**src/verilog/lid_recal_regs.svh**
```systemverilog
// Register offsets, field positions, reset values and decode constants for lid/recal control
`ifndef LID_RECAL_REGS_SVH
`define LID_RECAL_REGS_SVH

// Register offsets
`define ADDR_LID_CONFIG 8'h2b
`define ADDR_LID_QUEUE 8'h2c
`define ADDR_PATTERN_LOW 8'h2d
`define ADDR_PATTERN_HIGH 8'h2e
`define ADDR_RECAL_CONFIG 8'h2f
`define ADDR_THRESH_FIRST 8'h30
`define ADDR_THRESH_GROUP 8'h37

// Reset values
`define RST_LID_CONFIG 8'h00
`define RST_LID_QUEUE 4'h2
`define RST_PATTERN 7'h7f
`define RST_RECAL_CONFIG 8'h93
`define RST_THRESHOLD 7'h40

// Lid configuration bit positions
`define BIT_LID_ENABLE 7
`define BIT_COMPARE_MODE 1
`define BIT_ALERT_ENABLE 0

// Recalibration configuration fields
`define BIT_BUTTON_BCAST 7
`define BIT_GROUP_BCAST 6
`define NEG_DELTA_HI 4
`define NEG_DELTA_LO 3
`define CAL_CFG_HI 2
`define CAL_CFG_LO 0

// Queue length decode
`define QUEUE_MIN 4'h1
`define QUEUE_MAX 4'h8

// Negative delta decode
`define NEG_DELTA_8 6'h08
`define NEG_DELTA_16 6'h10
`define NEG_DELTA_32 6'h20
`define NEG_DELTA_OFF 2'h3

// Recalibration samples and base update interval decode
`define SAMPLES_16 9'h010
`define SAMPLES_32 9'h020
`define SAMPLES_64 9'h040
`define SAMPLES_256 9'h100
`define INTERVAL_16 13'h0010
`define INTERVAL_32 13'h0020
`define INTERVAL_64 13'h0040
`define INTERVAL_256 13'h0100
`define INTERVAL_1024 13'h0400
`define INTERVAL_2048 13'h0800
`define INTERVAL_4096 13'h1000
`define INTERVAL_7936 13'h1f00

// Sensor counts
`define SENSOR_COUNT 14
`define HALF_COUNT 7
`define THRESH_COUNT 8
`define GROUP_THRESH_INDEX 3'h7

`endif

```
**src/verilog/lid_recal_pkg.sv**
```systemverilog
// Types and helper functions for lid closure and recalibration control
`default_nettype none
package lid_recal_pkg;

  typedef enum logic {
    EVAL_IDLE,
    EVAL_RUN
  } eval_state_t;

  typedef logic [6:0] pattern_t;
  typedef logic [2:0] bit_count_t;

  // Number of set bits in a seven-bit half
  function automatic bit_count_t popcount7(input pattern_t value);
    bit_count_t total;
    total = '0;
    for (int i = 0; i < 7; i++) begin
      total = bit_count_t'(total + bit_count_t'(value[i]));
    end
    return total;
  endfunction

endpackage
`default_nettype wire

```
**src/verilog/lid_closure_recal_control.sv**
```systemverilog
// Lid closure detection, threshold broadcast and recalibration settings
// Function
// - Lid status bit sets after N consecutive above-threshold samples, N 1..8, default 2.
// - Queue length code zero means one sample.
// - Queue runs per sensor and governs both setting and clearing status.
// - Pattern matches only set the flag while lid detection is enabled; all-zero masks clear it even when disabled.
// - Two seven-bit pattern masks, sensors 1-7 and 8-14, reset all ones.
// - Compare-mode bit 1 of lid config picks exact or count comparison.
// - A detected lid closure sets the lid event flag.
// - Exact mode: event when every mask bit is set in lid status.
// - Count mode: event when set status bits 1-7 reach low mask count.
// - Count mode: event when set status bits 8-14 reach high mask count.
// - Count mode: event when total status bits reach total mask bits.
// - Both masks zero disables detection and clears the lid event flag.
// - Button broadcast bit 7 copies sensor-1 threshold writes to buttons 2-7.
// - Button thresholds 2-7 accept individual writes at any time.
// - Group broadcast bit 6 copies sensor-1 threshold writes to group threshold.
// - Negative delta field: 8, 16, 32 default, or disabled.
// - Calibration code sets averaged samples 16, 32, 64, else 256.
// - Calibration code sets base update interval 16 up to 7936 cycles.
// - Configured sample count is averaged before base count replacement.
// - Recalibration settings are common; per-sensor enables select participants.
// - Lid evaluation happens only when lid enable bit 7 is one.
// - Lid alert enable bit 0 drives alert on a lid event.
// - Sensor output above its lid threshold is a qualifying sample.
`default_nettype none
`include "lid_recal_regs.svh"

module lid_closure_recal_control (
  input wire logic clk_sys,
  input wire logic reset_n,
  input wire logic [7:0] regAddr,
  input wire logic [7:0] regWrData,
  input wire logic regWrite,
  input wire logic regRead,
  output logic [7:0] regRdData,
  input wire logic sampleValid,
  input wire logic [3:0] sampleIndex,
  input wire logic [7:0] sampleDelta,
  input wire logic [7:0] sampleLidThreshold,
  input wire logic cycleDone,
  input wire logic lidEventClear,
  input wire logic [13:0] recalEnable,
  output logic [13:0] lidStatus,
  output logic lidEventFlag,
  output logic alert,
  output logic [7:0][6:0] thresholds,
  output logic negDeltaEnable,
  output logic [5:0] negDeltaLimit,
  output logic [8:0] recalSamples,
  output logic [12:0] updateInterval,
  output logic [13:0] baseUpdate
);

  // Configuration registers
  logic [7:0] lidConfig_reg, lidConfig_next;
  logic [3:0] queueLen_reg, queueLen_next;
  lid_recal_pkg::pattern_t patternLow_reg, patternLow_next;
  lid_recal_pkg::pattern_t patternHigh_reg, patternHigh_next;
  logic [7:0] recalConfig_reg, recalConfig_next;
  logic [7:0][6:0] thresh_reg, thresh_next;
  logic [7:0] rdData_reg, rdData_next;

  logic lidEnable, compareMode, alertEnable, buttonBcast, groupBcast;
  logic writeFirst;

  assign lidEnable = lidConfig_reg[`BIT_LID_ENABLE];
  assign compareMode = lidConfig_reg[`BIT_COMPARE_MODE];
  assign alertEnable = lidConfig_reg[`BIT_ALERT_ENABLE];
  assign buttonBcast = recalConfig_reg[`BIT_BUTTON_BCAST];
  assign groupBcast = recalConfig_reg[`BIT_GROUP_BCAST];
  assign writeFirst = regWrite && (regAddr == `ADDR_THRESH_FIRST);

  // Register writes; broadcast copies ride on the sensor-1 write
  always_comb begin
    lidConfig_next = lidConfig_reg;
    queueLen_next = queueLen_reg;
    patternLow_next = patternLow_reg;
    patternHigh_next = patternHigh_reg;
    recalConfig_next = recalConfig_reg;
    thresh_next = thresh_reg;
    if (regWrite) begin
      case (regAddr)
        `ADDR_LID_CONFIG: lidConfig_next = regWrData;
        `ADDR_LID_QUEUE: queueLen_next = regWrData[3:0];
        `ADDR_PATTERN_LOW: patternLow_next = regWrData[6:0];
        `ADDR_PATTERN_HIGH: patternHigh_next = regWrData[6:0];
        `ADDR_RECAL_CONFIG: recalConfig_next = regWrData;
        default: begin
          // Each threshold takes its own write at any time
          if (regAddr >= `ADDR_THRESH_FIRST && regAddr <= `ADDR_THRESH_GROUP) begin
            thresh_next[3'(regAddr - `ADDR_THRESH_FIRST)] = regWrData[6:0];
          end
        end
      endcase
    end
    if (writeFirst && buttonBcast) begin
      for (int i = 1; i < `HALF_COUNT; i++) begin
        thresh_next[i] = regWrData[6:0];
      end
    end
    if (writeFirst && groupBcast) begin
      thresh_next[`GROUP_THRESH_INDEX] = regWrData[6:0];
    end
  end

  // Read data is captured so the bus sees a stable byte; unmapped reads give zero
  always_comb begin
    rdData_next = rdData_reg;
    if (regRead) begin
      case (regAddr)
        `ADDR_LID_CONFIG: rdData_next = lidConfig_reg;
        `ADDR_LID_QUEUE: rdData_next = {4'h0, queueLen_reg};
        `ADDR_PATTERN_LOW: rdData_next = {1'b0, patternLow_reg};
        `ADDR_PATTERN_HIGH: rdData_next = {1'b0, patternHigh_reg};
        `ADDR_RECAL_CONFIG: rdData_next = recalConfig_reg;
        default: begin
          rdData_next = 8'h00;
          if (regAddr >= `ADDR_THRESH_FIRST && regAddr <= `ADDR_THRESH_GROUP) begin
            rdData_next = {1'b0, thresh_reg[3'(regAddr - `ADDR_THRESH_FIRST)]};
          end
        end
      endcase
    end
  end

  // Defaults loaded on reset
  always_ff @(posedge clk_sys or negedge reset_n) begin
    if (!reset_n) begin
      lidConfig_reg <= `RST_LID_CONFIG;
      queueLen_reg <= `RST_LID_QUEUE;
      patternLow_reg <= `RST_PATTERN;
      patternHigh_reg <= `RST_PATTERN;
      recalConfig_reg <= `RST_RECAL_CONFIG;
      thresh_reg <= {`THRESH_COUNT{`RST_THRESHOLD}};
      rdData_reg <= 8'h00;
    end else begin
      lidConfig_reg <= lidConfig_next;
      queueLen_reg <= queueLen_next;
      patternLow_reg <= patternLow_next;
      patternHigh_reg <= patternHigh_next;
      recalConfig_reg <= recalConfig_next;
      thresh_reg <= thresh_next;
      rdData_reg <= rdData_next;
    end
  end

  assign regRdData = rdData_reg;
  assign thresholds = thresh_reg;

  // Queue length decode: zero acts as one, values past eight clamp
  logic [3:0] requiredCount;
  always_comb begin
    if (queueLen_reg == 4'h0) begin
      requiredCount = `QUEUE_MIN;
    end else if (queueLen_reg > `QUEUE_MAX) begin
      requiredCount = `QUEUE_MAX;
    end else begin
      requiredCount = queueLen_reg;
    end
  end

  // Qualifying sample: output strictly above its lid threshold
  logic sampleAbove;
  assign sampleAbove = sampleDelta > sampleLidThreshold;

  // One independent queue per sensor, buttons and grouped alike
  for (genvar s = 0; s < `SENSOR_COUNT; s++) begin : gen_queue
    lid_queue_filter u_queue (
      .clk_sys(clk_sys),
      .reset_n(reset_n),
      .sampleStrobe(sampleValid && (sampleIndex == 4'(s))),
      .sampleAbove(sampleAbove),
      .requiredCount(requiredCount),
      .lidStatus(lidStatus[s])
    );
  end

  // Decision logic
  lid_recal_pkg::pattern_t statusLow, statusHigh;
  lid_recal_pkg::bit_count_t cntStatLow, cntStatHigh, cntPatLow, cntPatHigh;
  logic patternsZero, exactHit, countHit, eventHit;

  assign statusLow = lidStatus[6:0];
  assign statusHigh = lidStatus[13:7];
  assign cntStatLow = lid_recal_pkg::popcount7(statusLow);
  assign cntStatHigh = lid_recal_pkg::popcount7(statusHigh);
  assign cntPatLow = lid_recal_pkg::popcount7(patternLow_reg);
  assign cntPatHigh = lid_recal_pkg::popcount7(patternHigh_reg);
  assign patternsZero = (patternLow_reg == 7'h00) && (patternHigh_reg == 7'h00);
  assign exactHit = ((statusLow & patternLow_reg) == patternLow_reg)
                 && ((statusHigh & patternHigh_reg) == patternHigh_reg);
  assign countHit = (cntStatLow >= cntPatLow)
                 || (cntStatHigh >= cntPatHigh)
                 || ((4'(cntStatLow) + 4'(cntStatHigh))
                     >= (4'(cntPatLow) + 4'(cntPatHigh)));
  assign eventHit = compareMode ? exactHit : countHit;

  // Evaluation runs one cycle after the sampling cycle ends, once queues have settled
  lid_recal_pkg::eval_state_t state_reg, state_next;
  logic flag_reg, flag_next;

  always_comb begin
    state_next = state_reg;
    case (state_reg)
      lid_recal_pkg::EVAL_IDLE: if (cycleDone) state_next = lid_recal_pkg::EVAL_RUN;
      lid_recal_pkg::EVAL_RUN: state_next = cycleDone ? lid_recal_pkg::EVAL_RUN
                                                      : lid_recal_pkg::EVAL_IDLE;
      default: state_next = lid_recal_pkg::EVAL_IDLE;
    endcase
  end

  // Sticky event flag; a detection in the clear cycle wins over the clear
  always_comb begin
    flag_next = flag_reg;
    if (lidEventClear) begin
      flag_next = 1'b0;
    end
    if (patternsZero) begin
      flag_next = 1'b0;
    end else if (state_reg == lid_recal_pkg::EVAL_RUN && lidEnable && eventHit) begin
      flag_next = 1'b1;
    end
  end

  always_ff @(posedge clk_sys or negedge reset_n) begin
    if (!reset_n) begin
      state_reg <= lid_recal_pkg::EVAL_IDLE;
      flag_reg <= 1'b0;
    end else begin
      state_reg <= state_next;
      flag_reg <= flag_next;
    end
  end

  assign lidEventFlag = flag_reg;
  assign alert = flag_reg && alertEnable;

  // Recalibration decode, common to all sensors
  logic [1:0] negCode;
  logic [2:0] calCode;
  assign negCode = recalConfig_reg[`NEG_DELTA_HI:`NEG_DELTA_LO];
  assign calCode = recalConfig_reg[`CAL_CFG_HI:`CAL_CFG_LO];
  assign negDeltaEnable = negCode != `NEG_DELTA_OFF;

  always_comb begin
    case (negCode)
      2'h0: negDeltaLimit = `NEG_DELTA_8;
      2'h1: negDeltaLimit = `NEG_DELTA_16;
      2'h2: negDeltaLimit = `NEG_DELTA_32;
      default: negDeltaLimit = 6'h00;
    endcase
    // Front end averages this many samples before replacing the base count
    case (calCode)
      3'h0: recalSamples = `SAMPLES_16;
      3'h1: recalSamples = `SAMPLES_32;
      3'h2: recalSamples = `SAMPLES_64;
      default: recalSamples = `SAMPLES_256;
    endcase
    case (calCode)
      3'h0: updateInterval = `INTERVAL_16;
      3'h1: updateInterval = `INTERVAL_32;
      3'h2: updateInterval = `INTERVAL_64;
      3'h3: updateInterval = `INTERVAL_256;
      3'h4: updateInterval = `INTERVAL_1024;
      3'h5: updateInterval = `INTERVAL_2048;
      3'h6: updateInterval = `INTERVAL_4096;
      default: updateInterval = `INTERVAL_7936;
    endcase
  end

  // Polling-cycle counter; shrinking the interval mid-count ends the period early
  logic [12:0] pollCount_reg, pollCount_next;
  logic [13:0] update_reg, update_next;

  always_comb begin
    pollCount_next = pollCount_reg;
    update_next = '0;
    if (cycleDone) begin
      if (13'(pollCount_reg + 13'h0001) >= updateInterval) begin
        pollCount_next = '0;
        update_next = recalEnable;
      end else begin
        pollCount_next = 13'(pollCount_reg + 13'h0001);
      end
    end
  end

  always_ff @(posedge clk_sys or negedge reset_n) begin
    if (!reset_n) begin
      pollCount_reg <= '0;
      update_reg <= '0;
    end else begin
      pollCount_reg <= pollCount_next;
      update_reg <= update_next;
    end
  end

  assign baseUpdate = update_reg;

  logic evalNow;
  assign evalNow = (state_reg == lid_recal_pkg::EVAL_RUN) && lidEnable && !patternsZero;
endmodule
`default_nettype wire

```
**src/verilog/lid_queue_filter.sv**
```systemverilog
// Per-sensor consecutive-sample queue that sets and clears one lid status bit
`default_nettype none
`include "lid_recal_regs.svh"

module lid_queue_filter (
  input wire logic clk_sys,
  input wire logic reset_n,
  input wire logic sampleStrobe,
  input wire logic sampleAbove,
  input wire logic [3:0] requiredCount,
  output logic lidStatus
);

  logic status_reg;
  logic status_next;
  logic [3:0] run_reg;
  logic [3:0] run_next;

  // Count samples that disagree with the current status; flip after enough in a row
  always_comb begin
    status_next = status_reg;
    run_next = run_reg;
    if (sampleStrobe) begin
      if (sampleAbove == status_reg) begin
        run_next = '0;
      end else if (4'(run_reg + 4'h1) >= requiredCount) begin
        status_next = sampleAbove;
        run_next = '0;
      end else begin
        run_next = 4'(run_reg + 4'h1);
      end
    end
  end

  always_ff @(posedge clk_sys or negedge reset_n) begin
    if (!reset_n) begin
      status_reg <= 1'b0;
      run_reg <= '0;
    end else begin
      status_reg <= status_next;
      run_reg <= run_next;
    end
  end

  assign lidStatus = status_reg;

endmodule
`default_nettype wire

```
**config.mk**
```make
export PLATFORM = sky130hd
export DESIGN_NAME = lid_closure_recal_control
export DESIGN_NICKNAME = d
export VERILOG_FILES = /design/src/verilog/lid_recal_pkg.sv /design/src/verilog/lid_closure_recal_control.sv /design/src/verilog/lid_queue_filter.sv
export VERILOG_INCLUDE_DIRS = /design/src /design/src/verilog
export SDC_FILE = /design/constraint.sdc
export NUM_CORES = 1
export LEC_CHECK = 0
export BUFFER_PORTS_ARGS = -buffer_cell sky130_fd_sc_hd__buf_2
export CAP_MARGIN = 5
export CORE_ASPECT_RATIO = 0.6
export CORE_MARGIN = 2
export CORE_UTILIZATION = 59
export DETAILED_ROUTE_END_ITERATION = 12
export GPL_TIMING_DRIVEN = 0
export HOLD_SLACK_MARGIN = 0.06
export PLACE_DENSITY_LB_ADDON = 0.25
export SYNTH_ARGS = -nofsm -noshare
export SYNTH_HDL_FRONTEND = slang
export SYNTH_SLANG_ARGS = --single-unit
```
**constraint.sdc**
```tcl
create_clock -name clk_sys -period 7.04 [get_ports clk_sys]
set_input_delay 2.112 -clock clk_sys [delete_from_list [all_inputs] [get_ports clk_sys]]
set_output_delay 2.112 -clock clk_sys [all_outputs]
set_load 0.02 [all_outputs]
```
==> metrics.txt <==
Critical Path Fanout Max=5; FP Rows=40; CP Launch Type=flip-flop; Crit Path Category=reg -> reg; Largest stage delay, worst path=0.58 ns; first-pass GRT wire length=49.58 mm; CTS tree=yes; Die H=between 100 and 150 µm; root buf cell=clkbuf_16; Area Growth Syn to Fin=15.52%; vias per cell=5.761; most common cell type on the critical path=fa_1; #FFs+latches synth=197; synth unique cells=64; measured slew at the worst slew-check pin=0.8522 ns; fin util=69.91%; via count=between 9,000 and 10,000; Buffers on Ports=165; DP Wirelength=23.56 mm; Max Slew Vio Count=0; worst setup margin=roughly 2.2 ns; Total Wirelength=31.55 mm; Layout Skew=0.007924 ns; Primary FF master, synth=dfrtp_1; pwr dens=262.3 nW/µm²; Seq/Total Area, Yosys=40.66%; share of cells above drive strength 1=27.69%; Cells after Synth=1,190; Wirelength per Cell=around 19 µm; max_slew headroom=42.98%; total CTS buffers=17; synth cell count leaders=dfrtp_1, nand2_1, mux2_2; Global Route Usage Sum=~30%; Cell Chain, Critical Path=fa_1 > inv_1 > fa_1 > fa_1 > fa_1 > inv_1 > ha_1 > a21oi_1 > nor2_1 > nor2_1 > a21oi_1 > ha_1 > a2111oi_0 > o2111ai_1 > a41oi_1 > a31oi_1; Initial Utilization=approximately three fifths; crit end category=flip-flop; Fmax=between 200 and 250 MHz; Worst Path Required=between 7 and 8 ns; Synth async-reset ratio=100.0%; Tightest Hold Check Type=reg -> reg; RSZ-0062 raised after global routing=no; chip width=189.7 µm; final setup fails=0; period utilization=between 60% and 70%; Core Region=20,170 µm²; Tmin final=about 4.8 ns; Max Cap Viol=0; Worst Path Buf+Inv=2; clk slew on worst S/H paths=0.08 ns; most common cell in the netlist=dfrtp_1; largest net degree at the start of global routing=104; Fin. Hold Viols=0; H-tree depth=4; Post-CTS Setup Repair Bufs=0; Worst-Skew Late Latency=0.45 ns; leakage=6.984 nW; Setup TNS=0 ns; total power=~3.7 mW; yosys warns=0; initial DRC count=775; critical path data arrival time=a little over 5 ns; outcome=finished clean; CP top delay family=adder cells; first drt pass iteration count=6; Worst IR Drop VDD=~0.19 mV; Avg Cell Area, Syn=10.26 µm²; Slowest-stage cell, CP=fa_1; CTS resizes=0; Final ANT Viol Nets=0; GPL Wtd Cong=1.038; Hold-fix buffers, CTS=0; full die area=21,890 µm²; Sink Count=about 200; Yosys top cell by area=dfrtp_1; Final Net Count=1,566; num ports=180; GRT overflow=0; vias in the first global route=9,134; Placed Area=between 10,000 and 15,000 µm²; Post-synth EDFFs=0; Setup WS pre-CTS=roughly 2.3 ns; drt drc=0; initial antenna violation count=0; antenna cells=0; CTS max path bufs=2; Post-Synthesis Cell Area=12,210 µm²; final instance area=14,100 µm²; post-synth top area share=34.85%; ranking of synthesized cells by area=dfrtp_1, ha_1, mux2_2, dfstp_2, nand2_1
==> placed cells by master, fill, tap and decap left out, types with 8 or more instances in the layout <==
cell	Yosys	final
nor2b_1	30	30
fa_1	18	18
nor2_1	45	45
o221ai_1	8	8
nand3_1	24	24
o41ai_1	10	10
mux2_2	104	104
xor2_1	21	21
clkbuf_16	0	17
buf_4	27	27
conb_1	1	13
o22ai_1	15	15
nand2_1	132	132
xnor2_1	33	33
a21oi_1	47	47
nor3_1	9	9
mux2i_1	14	14
o31ai_1	8	8
clkbuf_1	22	22
and2_1	20	20
ha_1	103	103
inv_1	82	82
nand2b_1	32	32
buf_2	6	170
dfstp_2	27	27
nand4_1	9	9
o21ai_0	76	76
dfrtp_1	170	170
==> worst reg2reg max path: stages, from the launching register on <==
cell and delay, ns:
dfrtp_1 0.51, fa_1 0.58, inv_1 0.06, fa_1 0.51, fa_1 0.44, fa_1 0.50, inv_1 0.10, ha_1 0.28
a21oi_1 0.17, nor2_1 0.06, nor2_1 0.09, a21oi_1 0.06, ha_1 0.22, a2111oi_0 0.41, o2111ai_1 0.22, a41oi_1 0.33
a31oi_1 0.12
==> worst paths after layout <==
path / from / to / slack, ns / cells after the start
setup / recovery: gen_queue[7].u_queue.lidStatus / lidEventFlag / 2.22 / 16
hold / removal: gen_queue[5].u_queue.run_reg[3] / gen_queue[5].u_queue.run_reg[3] / 0.50 / 2
setup reg to reg: gen_queue[7].u_queue.lidStatus / lidEventFlag / 2.22 / 16
hold reg to reg: gen_queue[5].u_queue.run_reg[3] / gen_queue[5].u_queue.run_reg[3] / 0.50 / 2
max in group asynchronous: reset_n / thresholds[34] / 4.40 / 2
min in group asynchronous: reset_n / gen_queue[6].u_queue.run_reg[2] / 1.67 / 1
==> cell families (layout without fill, tap and decap cells) <==
family	count (synthesis)	in the layout	share of synthesized area, %
compound gates	220	220	11.51
mux	121	121	11.30
simple gates	331	331	13.59
flops	197	197	40.66
fa+ha+maj	122	122	13.59
other cells	1	13	0.03072
buf+inv	144	343	5.443
xor+xnor	54	54	3.875
==> metal layers <==
metal	GRT usage, %	part of all wire (%)	vias up
met5	0	0	-
met4	7.287	1.2	0
met3	8.449	8.4	42
met2	42.39	43	331
met1	44.18	47	4733
li1	-	-	4538
==> power breakdown <==
group	internal (mW)	total, mW	switching (mW)
logic	0.570	1.31	0.736
registers	1.23	1.35	0.120
clock network	0.552	1.04	0.492
==> through the flow <==
stage,std cells,hold slack (ns)
6_report,1674,0.5029
5_1_grt,1674,0.5260
4_1_cts,1674,0.5030
3_5_place_dp,1642,0.4855
3_3_place_gp,1640,0.4713
2_1_floorplan,1202,0.4704
==> area by class of cell <==
class | count | area, µm²
fillers | 1554 | 6068
clock inverters | 14 | 193.9
clock buffers | 18 | 439.2
multi-input cells | 861 | 6624
repair buffers | 167 | 874.6
flip-flops and latches | 197 | 4964
well taps | 273 | 341.6
inverters | 82 | 307.8
plain buffers | 62 | 356.6
Note: power is estimated with default switching activity, not from simulation.
